[src/hw/sldrv_pkg.sv]
// package for the serial segment driver: sizes, reset values and timing counts
// assumes one 20 MHz system clock shared by every block that uses it
package sldrv_pkg;
   // ----------------------------------------------------------------
   // sizes
   // ----------------------------------------------------------------
   localparam int SEG_COUNT = 32;
   localparam int FIFO_DEPTH = 4;
   localparam int BP_DIV_BITS = 8;
   // ----------------------------------------------------------------
   // timing
   // ----------------------------------------------------------------
   localparam int CLK_FREQ_HZ = 20000000;
   localparam int OSC_FREQ_HZ = 10000;
   localparam int OSC_HALF_CYCLES = CLK_FREQ_HZ / (2 * OSC_FREQ_HZ);
   localparam int DRIVE_LOSS_US = 200;
   localparam int DRIVE_LOSS_CYCLES = (DRIVE_LOSS_US * (CLK_FREQ_HZ / 1000000));
   // ----------------------------------------------------------------
   // reset values
   // ----------------------------------------------------------------
   localparam logic [SEG_COUNT-1:0] SEG_RESET = 32'h00000000;
   localparam logic [BP_DIV_BITS-1:0] DIV_RESET = 8'h00;
endpackage

[src/hw/sldrv_fifo.sv]
// small synchronous fifo with valid/ready on both sides
// assumes a single clock and a synchronous active-high reset
`timescale 1ns/1ps
`default_nettype none
module sldrv_fifo #(
   parameter int WIDTH = 1,
   parameter int DEPTH = 4
) (
   input wire logic clk_sys, // system clock
   input wire logic srst, // synchronous reset
   input wire logic in_valid, // write request
   input wire logic [WIDTH-1:0] in_data, // write data
   output logic in_ready, // room for one more word
   output logic out_valid, // a word is waiting
   output logic [WIDTH-1:0] out_data, // oldest word
   input wire logic out_ready // reader takes the word
);
   localparam int PW = (DEPTH > 1) ? $clog2(DEPTH) : 1;
   localparam int CW = $clog2(DEPTH + 1);
   logic [WIDTH-1:0] mem_reg [DEPTH];
   logic [PW-1:0] wr_ptr_reg;
   logic [PW-1:0] rd_ptr_reg;
   logic [CW-1:0] count_reg;
   logic [CW-1:0] count_next;
   logic in_ready_reg;
   wire logic push;
   wire logic pop;

   function automatic logic [PW-1:0] ptr_inc(input logic [PW-1:0] p);
      ptr_inc = (p == PW'(DEPTH - 1)) ? '0 : p + 1'b1;
   endfunction

   assign push = in_valid && in_ready_reg;
   assign pop = out_valid && out_ready;
   assign out_valid = (count_reg != '0);
   assign out_data = mem_reg[rd_ptr_reg];
   assign in_ready = in_ready_reg;
   assign count_next = count_reg + CW'(push) - CW'(pop);

   always_ff @(posedge clk_sys) begin
      if (srst) begin
         wr_ptr_reg <= '0;
         rd_ptr_reg <= '0;
         count_reg <= '0;
         in_ready_reg <= 1'b1;
      end else begin
         if (push) begin
            wr_ptr_reg <= ptr_inc(wr_ptr_reg);
         end
         if (pop) begin
            rd_ptr_reg <= ptr_inc(rd_ptr_reg);
         end
         count_reg <= count_next;
         in_ready_reg <= (count_next != CW'(DEPTH));
      end
   end

   always_ff @(posedge clk_sys) begin
      if (push) begin
         mem_reg[wr_ptr_reg] <= in_data;
      end
   end
endmodule
`default_nettype wire

[src/hw/sldrv_top.sv]
// serial-input lcd segment driver: shift register, load latches, backplane
// assumes all pin inputs are already synchronous to clk_sys
`timescale 1ns/1ps
`default_nettype none
// Notes on behaviour
// - each falling shift-clock edge captures serial input, advances the register, updates data out.
// - a one in a stage makes its segment visible, a zero leaves it blank.
// - while load is high the whole register is copied in parallel into the latches.
// - load held high makes the latches transparent so segments follow the register.
// - segment N shows the bit that was at the input N shift pulses earlier.
// - register and latches have thirty-two stages, one per segment.
// - an externally driven frame input is sensed and passed in phase to the backplane.
// - when oscillating, backplane and segments run at oscillator frequency over 256.
// - data out may feed the next device's data in, or devices may be loaded in parallel.
module sldrv_top #(
   parameter int SEGS = sldrv_pkg::SEG_COUNT,
   parameter int OSC_HALF = sldrv_pkg::OSC_HALF_CYCLES,
   parameter int DRIVE_LOSS = sldrv_pkg::DRIVE_LOSS_CYCLES
) (
   input wire logic clk_sys, // system clock
   input wire logic srst, // synchronous reset
   input wire logic shift_clk, // host shift clock
   input wire logic serial_in, // serial segment data
   input wire logic load_in, // latch load, level
   output logic serial_out, // last stage, cascade out
   output logic shift_ready, // buffer has room for a bit
   input wire logic frame_osc_input, // frame pin level
   output logic frame_osc_out, // frame pin drive value
   output logic frame_osc_oe, // frame pin drive enable
   output logic backplane_out, // backplane drive
   output logic [SEGS-1:0] segment_output // segment drives
);
   // ----------------------------------------------------------------
   // shift capture and buffering
   // ----------------------------------------------------------------
   logic shift_clk_prev_reg;
   logic load_prev_reg;
   logic [SEGS-1:0] sr_reg;
   logic [SEGS-1:0] latch_reg;
   logic [SEGS-1:0] latch_next;
   logic [SEGS-1:0] seg_reg;
   logic sdo_reg;
   wire logic clk_fall;
   wire logic load_rise;
   wire logic buf_valid;
   wire logic buf_data;
   wire logic pop;

   // we sample data on the host's falling edge only; it keeps the pin still there
   assign clk_fall = shift_clk_prev_reg && !shift_clk;
   assign load_rise = load_in && !load_prev_reg;
   // drain pauses on the first load cycle so the latch copy sees a settled register
   assign pop = buf_valid && !load_rise;

   sldrv_fifo #(
      .WIDTH(1),
      .DEPTH(sldrv_pkg::FIFO_DEPTH)
   ) u_fifo (
      .clk_sys(clk_sys),
      .srst(srst),
      .in_valid(clk_fall),
      .in_data(serial_in),
      .in_ready(shift_ready),
      .out_valid(buf_valid),
      .out_data(buf_data),
      .out_ready(!load_rise)
   );

   // ----------------------------------------------------------------
   // shift register and latches
   // ----------------------------------------------------------------
   // stage 0 is segment 1, so segment N holds the bit shifted in N pulses ago
   assign latch_next = load_in ? sr_reg : latch_reg;

   always_ff @(posedge clk_sys) begin
      if (srst) begin
         shift_clk_prev_reg <= 1'b1;
         load_prev_reg <= 1'b0;
         sr_reg <= sldrv_pkg::SEG_RESET;
         latch_reg <= sldrv_pkg::SEG_RESET;
         sdo_reg <= 1'b0;
      end else begin
         shift_clk_prev_reg <= shift_clk;
         load_prev_reg <= load_in;
         if (pop) begin
            sr_reg <= {sr_reg[SEGS-2:0], buf_data};
            sdo_reg <= sr_reg[SEGS-2];
         end
         latch_reg <= latch_next;
      end
   end

   // ----------------------------------------------------------------
   // frame source: internal oscillator or external drive
   // ----------------------------------------------------------------
   localparam int OCW = $clog2(OSC_HALF + 1);
   localparam int LCW = $clog2(DRIVE_LOSS + 1);
   logic [OCW-1:0] osc_cnt_reg;
   logic osc_reg;
   logic oe_reg;
   logic driven_reg;
   logic [LCW-1:0] loss_cnt_reg;
   logic frame_prev_reg;
   logic [sldrv_pkg::BP_DIV_BITS-1:0] div_reg;
   logic bp_reg;
   wire logic osc_wrap;
   wire logic osc_rise;
   wire logic contend;
   wire logic frame_edge;

   assign osc_wrap = (osc_cnt_reg == OCW'(OSC_HALF - 1));
   assign osc_rise = osc_wrap && !osc_reg && !driven_reg;
   // a foreign driver shows as the pin disagreeing with what we drive
   assign contend = oe_reg && (frame_osc_input != osc_reg);
   assign frame_edge = frame_osc_input != frame_prev_reg;

   always_ff @(posedge clk_sys) begin
      if (srst) begin
         osc_cnt_reg <= '0;
         osc_reg <= 1'b0;
         oe_reg <= 1'b1;
         driven_reg <= 1'b0;
         loss_cnt_reg <= '0;
         frame_prev_reg <= 1'b0;
         div_reg <= sldrv_pkg::DIV_RESET;
         bp_reg <= 1'b0;
      end else begin
         frame_prev_reg <= frame_osc_input;
         osc_cnt_reg <= osc_wrap ? '0 : osc_cnt_reg + 1'b1;
         if (osc_wrap) begin
            osc_reg <= !osc_reg;
         end
         if (contend) begin
            driven_reg <= 1'b1;
            oe_reg <= 1'b0;
            loss_cnt_reg <= '0;
         end else if (driven_reg) begin
            // a driver that stops toggling is dropped and we oscillate again
            if (frame_edge) begin
               loss_cnt_reg <= '0;
            end else if (loss_cnt_reg == LCW'(DRIVE_LOSS - 1)) begin
               driven_reg <= 1'b0;
               oe_reg <= 1'b1;
               loss_cnt_reg <= '0;
            end else begin
               loss_cnt_reg <= loss_cnt_reg + 1'b1;
            end
         end
         if (osc_rise) begin
            div_reg <= div_reg + 1'b1;
         end
         if (driven_reg) begin
            bp_reg <= frame_osc_input;
         end else begin
            bp_reg <= div_reg[sldrv_pkg::BP_DIV_BITS-1];
         end
      end
   end

   // ----------------------------------------------------------------
   // segment drive
   // ----------------------------------------------------------------
   always_ff @(posedge clk_sys) begin
      if (srst) begin
         seg_reg <= sldrv_pkg::SEG_RESET;
      end else begin
         seg_reg <= latch_reg ^ {SEGS{bp_reg}};
      end
   end

   assign segment_output = seg_reg;
   assign backplane_out = bp_reg;
   assign serial_out = sdo_reg;
   assign frame_osc_out = osc_reg;
   assign frame_osc_oe = oe_reg;
endmodule
`default_nettype wire

[config.mk]
export PLATFORM = sky130hd
export DESIGN_NAME = sldrv_top
export DESIGN_NICKNAME = d
export VERILOG_FILES = /design/src/hw/sldrv_pkg.sv /design/src/hw/sldrv_fifo.sv /design/src/hw/sldrv_top.sv
export SDC_FILE = /design/constraint.sdc
export NUM_CORES = 1
export LEC_CHECK = 0
export BUFFER_PORTS_ARGS = -buffer_cell sky130_fd_sc_hd__buf_2
export CELL_PAD_IN_SITES_DETAIL_PLACEMENT = 0
export CELL_PAD_IN_SITES_GLOBAL_PLACEMENT = 1
export CORE_ASPECT_RATIO = 0.8
export CORE_MARGIN = 1
export CORE_UTILIZATION = 49
export CTS_CLUSTER_DIAMETER = 150
export DETAILED_ROUTE_END_ITERATION = 10
export PLACE_DENSITY = 0.87
export SYNTH_ARGS = -nofsm -noshare
export SYNTH_HDL_FRONTEND = slang
export SYNTH_SLANG_ARGS = --single-unit
[constraint.sdc]
create_clock -name clk_sys -period 4 [get_ports clk_sys]
set_input_delay 0.6 -clock clk_sys [delete_from_list [all_inputs] [get_ports clk_sys]]
set_output_delay 0.6 -clock clk_sys [all_outputs]
set_load 0.01 [all_outputs]
==> results by group, run 1 <==
Timing
  • RSZ-0062 raised after global routing: no
  • Final hold vios: 0
  • Hold Slack: 387 ps
  • Worst slew pin tran: 876 ps
  • Post-layout min period: 2490 ps
  • Fmax: 401 MHz
  • Final setup vio count: 0
  • Final cycle utilization of the critical path: 0.623
  • Max Slew Vio Count: 0
  • Setup tns final: 0 ps
  • Final setup margin: 1510 ps
  • Setup Skew: 7.65 ps
  • Slew margin rel.: 0.416

Critical path
  • Critical Path Sink Type: flip-flop
  • Max FO, Critical Path: 3
  • RR Startpoint: u_fifo.count_reg[1]$_SDFF_PP0_
  • Data arrival time at the worst-slack endpoint: 2770 ps
  • CP Launch Point: u_fifo.count_reg[1]$_SDFF_PP0_
  • Startpoint Class: flip-flop
  • WS Path Type: flip-flop to flip-flop
  • CP required: 4280 ps

Job
  • Total of max-cap violations: 0

Pwr
  • Switching power: 0.000848 W
  • Cell Int Power: 0.00287 W
  • Clk pwr share: 0.493
  • Seq pwr share: 0.415
  • Sw Share: 0.228
  • Max VDD drop: 0.337 mV
  • Leak: 2.54 nW
  • Comb pwr share: 0.092
  • Pwr/cell area: 572 mW/mm^2

Synthesis
  • Cell area after synthesis: 0.00550 sq mm
  • Syn Nets: 603
  • Register bit total from synthesis: 145
  • Syn Area/Cell: 9.38 sq um
  • Synth unique cells: 44
  • Post-synthesis sequential area ratio: 0.535
  • Yosys warnings: 0
  • Synth async-reset ratio: 0
  • Post-synth EDFFs: 4
  • Cells after Synth: 586
  • Ys flop type: dfxtp_1

Clocking
  • Clk root buf: clkbuf_16
  • Hold Buf Count CTS: 0
  • CTS Sinks: 145
  • Clk_lat worst skew: 420 ps
  • CTS tree: done
  • Num CTS Buffers: 17
  • Clk slew on worst S/H paths: 60 ps
  • Cts repair resizes: 0
  • Post-CTS Setup Bufs: 0
  • Clock buffer depth: 2
  • H-Tree Depth: 4

Global routing
  • First-pass GRT wire length: 17300 microns
  • GRT Total Usage: 0.187
  • Largest net degree at the start of global routing: 92
  • Gr ovfl total: 0
  • Antenna violations before repair: 0
  • Vias in the first global route: 3692

Finish
  • Area Overhead vs Synth: 18.4%
  • Fin cells: 779
  • Core Util, Final: 0.598
  • Register cell area after layout: 0.00294 sq mm
  • Fraction of layout cells with a size suffix above 1: 0.139
  • Commonest non-fill, non-tap cell in the layout: dfxtp_1
  • Fillers: 947
  • Highest-count cells in the layout ignoring fill and taps: dfxtp_1 (140), nor2_1 (103), nand2_1 (82)
  • ANT cells: 0
  • Nets: 639
  • Multi-input logic area: 0.00239 sq mm

Die
  • Die width: 120 microns
  • Initial core utilization: 0.505
  • # rows: 34
  • Ports: 43
  • Die area: 0.0116 sq mm
  • Die Height: 96.7 microns
  • Core Region: 0.0109 sq mm

Placement
  • Post-place setup slack: 1300 ps
  • DP HPWL: 5950 microns
  • Placed insts: 747
  • Count of input and output buffers: 42
  • Final Wtd Congestion: 0.791

Route
  • Avg WL per Cell: 12.6 microns
  • Initial DRC count: 225
  • Residual DRC: 0
  • Vias per std cell: 4.99
  • Final antenna-violating net count: 0
  • Total Routed Length: 9810 microns
  • Detailed-route via count: 3889
  • DR pass1 iterations: 4

Hold path
  • Worst min-delay path class: primary input to flip-flop
  • Worst hold start: shift_clk

Status
  • Status: complete, no violations
==> kinds of logic after synthesis <==
group                      count (synthesis)  share of synthesized area
AOI/OAI and AO/OA                         53                     0.0530
adders and majority gates                 11                     0.0264
buffers and inverters                     44                     0.0325
DFF                                      145                      0.535
and+or+nand+nor                          240                      0.193
muxes                                     39                     0.0740
xor gates and xnor gates                  54                     0.0860
==> through the flow <==
stage	total power (W)	cell area [sq um]
floorplan	0.00181	5500
global placement	0.00190	5810
detailed placement	0.00192	5810
CTS	0.00376	6510
global route	0.00388	6510
finish	0.00372	6510
==> power groups by stage <==
stage	clock network (W)	registers, W	logic, W
floorplan	0	0.00156	0.000252
global placement	0	0.00157	0.000327
detailed placement	0	0.00157	0.000344
CTS	0.00187	0.00154	0.000350
global route	0.00194	0.00155	0.000389
finish	0.00183	0.00154	0.000344
==> routing by layer <==
layer  global-route usage  part of all wire  vias to the layer above
met3               0.0525             0.035                       14
met1                0.238              0.48                     1828
met2                0.291              0.47                       53
met4               0.0912             0.018                        0
met5                    0                 0                        -
li1                     -                 -                     1994
==> cells in the mapped netlist, types with 3 or more instances <==
cell type | instances | share of area
nand2_1 | 82 | 0.056
and4_1 | 3 | 0.0048
edfxtp_1 | 4 | 0.022
clkbuf_1 | 18 | 0.012
mux2i_1 | 35 | 0.064
and2_1 | 5 | 0.0057
dfxtp_1 | 141 | 0.51
nor2_1 | 103 | 0.070
o21ai_0 | 4 | 0.0036
nor2b_1 | 5 | 0.0057
xnor2_1 | 46 | 0.073
ha_1 | 10 | 0.023
nor4_1 | 3 | 0.0034
xor2_1 | 8 | 0.013
buf_1 | 3 | 0.0020
buf_2 | 8 | 0.0073
nor3_1 | 7 | 0.0064
nand4_1 | 7 | 0.0080
inv_1 | 13 | 0.0089
a21oi_1 | 42 | 0.038
or3_1 | 3 | 0.0034
nand3_1 | 10 | 0.0091
mux2_2 | 3 | 0.0061
==> area by class of cell <==
cell class | count | area share
clock inverter | 9 | 0.0304
clock buffer | 23 | 0.0767
timing repair buffer | 47 | 0.0384
multi-input combinational | 397 | 0.367
tap | 144 | 0.0277
sequential | 145 | 0.452
inverter | 14 | 0.00807
==> critical path: stages, from the launching register on <==
cell      delay, ps
dfxtp_1         370
o32ai_4         300
inv_2            60
ha_1            290
inv_1            60
ha_1            120
inv_1            50
fa_1            390
xor2_1          160
and2_1          160
nor3_1          220
nand3b_1        160
==> worst paths after layout <==
check	slack (ps)	depth (start not counted)	end
setup / recovery	1510	11	u_fifo.in_ready$_SDFF_PP1_
hold / removal	390	2	shift_clk_prev_reg$_SDFF_PP1_
setup reg to reg	1510	11	u_fifo.in_ready$_SDFF_PP1_
hold reg to reg	460	1	osc_cnt_reg[0]$_SDFF_PP0_
Power figures use the tool's default switching activity.
==> inputs of run 2 (changes only) <==
Settings changed: ABC_AREA set to 1, CORE_UTILIZATION 49 to 44, PLACE_DENSITY 0.87 to 0.82.
Clock period 4 ns to 2.6 ns, I/O delays scaled along.
==> run 2 against run 1 <==
Sequential power is 83% higher. Clock power is 28% higher. Via count increased by 16%. Sequential share of layout area down 0.59 points. Register-to-register slack got worse by 1200 ps. First-iteration DRC count rose by 21%. Clock skew is 9.0 ps higher. Combinational power rose to 3.0 times the previous value. Die area up 14%. Synthesized cell count is 22% higher. Highest routed layer unchanged. Critical path depth rose by 2. Power rose by 66%.
==> results by group, run 2 <==
Status
  • Status: complete, no violations

Synthesis
  • Synth top cells by count: nor2_1 (217), dfxtp_1 (141), o21ai_0 (77)
  • Post-synthesis sequential area ratio: 0.521
  • Cells after Synth: 717
  • Adder-cell share of the synthesized area: 0.0257
  • Largest area contributor in the netlist: dfxtp_1
  • Cell area after synthesis: 0.00565 sq mm
  • Largest family of logic cells by synthesized area: simple AND/OR/NAND/NOR gates
  • Synth unique cells: 30
  • Mux contribution to synthesized area: 0
  • Synth top area cells: dfxtp_1 (50%), nor2_1 (14%), o21ai_0 (6.8%)
  • Synth async-reset ratio: 0
  • Count leader, synth: nor2_1
  • Syn Area/Cell: 7.88 sq um
  • Register bit total from synthesis: 145
  • Top cell type's share of synthesized area: 0.499
  • Simple-Gate Fraction of Synth Area: 0.233
  • Compound-cell area share of the yosys netlist: 0.0974
  • Post-synth EDFFs: 4
  • Synth Area in XOR/XNOR: 0.0635
  • Syn Nets: 734
  • Yosys warnings: 0
  • Ys flop type: dfxtp_1

Route
  • DR pass1 iterations: 4
  • Initial DRC count: 273
  • Final antenna-violating net count: 0
  • Residual DRC: 0
  • Total Routed Length: 11700 microns
  • Vias per std cell: 4.81
  • Detailed-route via count: 4509
  • Avg WL per Cell: 12.5 microns

Pwr
  • Comb pwr share: 0.166
  • Sw Share: 0.292
  • Cell Int Power: 0.00439 W
  • Switching power: 0.00180 W
  • Max VDD drop: 0.529 mV
  • Pwr/cell area: 938 mW/mm^2
  • Seq pwr share: 0.455
  • Leak: 2.74 nW
  • Clk pwr share: 0.379

Die
  • Die width: 129 microns
  • Ports: 43
  • Die Height: 103 microns
  • Initial core utilization: 0.458
  • Die area: 0.0133 sq mm
  • # rows: 36
  • Core Region: 0.0123 sq mm

Clocking
  • Post-CTS Setup Bufs: 0
  • Clock buffer depth: 2
  • Clk_lat worst skew: 420 ps
  • CTS tree: done
  • Hold Buf Count CTS: 0
  • Cts repair resizes: 0
  • Clk slew on worst S/H paths: 60 ps
  • Clk root buf: clkbuf_16
  • Num CTS Buffers: 17
  • H-Tree Depth: 4
  • CTS Sinks: 145

Hold path
  • Worst min-delay path class: primary input to flip-flop
  • Worst hold start: shift_clk

Global routing
  • Largest net degree at the start of global routing: 47
  • Antenna violations before repair: 0
  • GRT Total Usage: 0.193
  • Vias in the first global route: 4308
  • Gr ovfl total: 0
  • First-pass GRT wire length: 20000 microns

Job
  • Total of max-cap violations: 0

Critical path
  • RR Startpoint: u_fifo.count_reg[1]$_SDFF_PP0_
  • Max incr delay on CP: 370 ps
  • CP required: 2910 ps
  • Flop2flop setup slack: 260 ps
  • Slowest CP cell: fa_1
  • Data arrival time at the worst-slack endpoint: 2640 ps
  • CP Launch Point: u_fifo.count_reg[1]$_SDFF_PP0_
  • Startpoint Class: flip-flop
  • Critical Path Sink Type: flip-flop
  • Max FO, Critical Path: 3
  • Cell Chain, Critical Path: nor2_1, nand2_1, o21ai_4, inv_2, ha_1, inv_1, ha_1, inv_1, fa_1, xor2_1, o21ai_0, a21oi_1, nand3_1
  • WS Path Type: flip-flop to flip-flop

Finish
  • Fraction of layout cells with a size suffix above 1: 0.115
  • Area Overhead vs Synth: 16.7%
  • ANT cells: 0
  • Nets: 772
  • Highest-count cells in the layout ignoring fill and taps: nor2_1 (217), dfxtp_1 (140), o21ai_0 (77)
  • Commonest non-fill, non-tap cell in the layout: nor2_1

Timing
  • Final cycle utilization of the critical path: 0.899
  • Final hold vios: 0
  • RSZ-0062 raised after global routing: no
  • Final setup margin: 263 ps
  • Post-layout min period: 2340 ps
  • Setup Skew: 16.7 ps
  • Worst slew pin tran: 636 ps
  • Slew margin rel.: 0.576
  • Setup tns final: 0 ps
  • Final setup vio count: 0
  • Fmax: 428 MHz
  • Max Slew Vio Count: 0

Placement
  • DP HPWL: 7410 microns
  • Final Wtd Congestion: 0.815
  • Count of input and output buffers: 42
  • Post-place setup slack: 237 ps
[run 2: cell families (layout without fill, tap and decap cells)]
| family | count (synthesis) | count (layout) |
|---|---|---|
| buf+inv | 86 | 136 |
| xor+xnor | 41 | 41 |
| flops | 145 | 145 |
| compound gates | 105 | 105 |
| fa+ha+maj | 11 | 11 |
| simple gates | 329 | 329 |
[run 2: final cells by class]
class | count | area, sq um
Multi-Input combinational cell | 486 | 2370
Tap cell | 171 | 214
Clock buffer | 20 | 468
Inverter | 53 | 199
Sequential cell | 145 | 2940
Clock inverter | 11 | 104
Timing Repair Buffer | 52 | 298
Fill cell | 1185 | 5740
[run 2: worst paths after layout]
| path | endpoint | cells after the start |
|---|---|---|
| worst min-delay path | shift_clk_prev_reg$_SDFF_PP1_ | 3 |
| worst max register to register | u_fifo.in_ready$_SDFF_PP1_ | 13 |
| worst min register to register | osc_cnt_reg[0]$_SDFF_PP0_ | 1 |
| worst max-delay path | u_fifo.in_ready$_SDFF_PP1_ | 13 |
[run 2: stage by stage]
stage	hold WS, ps	area (sq um)	power (W)	util	instances
final	154	6600	0.00619	0.535	938
after floorplan	439	5650	0.00359	-	717
after global routing	161	6600	0.00655	0.535	938
after detailed placement	468	6030	0.00389	0.488	907
after CTS	141	6600	0.00625	0.535	938
after global placement	457	6030	0.00384	0.488	907
[run 2: critical path: cells and delay by family (launching register included)]
kind / cells / cell delay, ps
flops: 1 / 350
xor+xnor: 1 / 190
fa+ha+maj: 3 / 800
buf+inv: 3 / 150
simple gates: 3 / 350
compound gates: 3 / 370
[run 2: routing by layer]
metal	vias up	global-route usage	share of wire
met3	10	0.0530	0.033
met2	88	0.313	0.46
met1	2069	0.247	0.50
met5	-	0	0
li1	2342	-	-
met4	0	0.0733	0.0094
[run 2: power by group through the flow]
stage	Clock [W]	Sequential, W	Combinational (W)
CTS	0.00239	0.00281	0.00104
global placement	0	0.00285	0.000993
floorplan	0	0.00283	0.000764
global route	0.00249	0.00286	0.00120
detailed placement	0	0.00286	0.00103
finish	0.00234	0.00282	0.00103
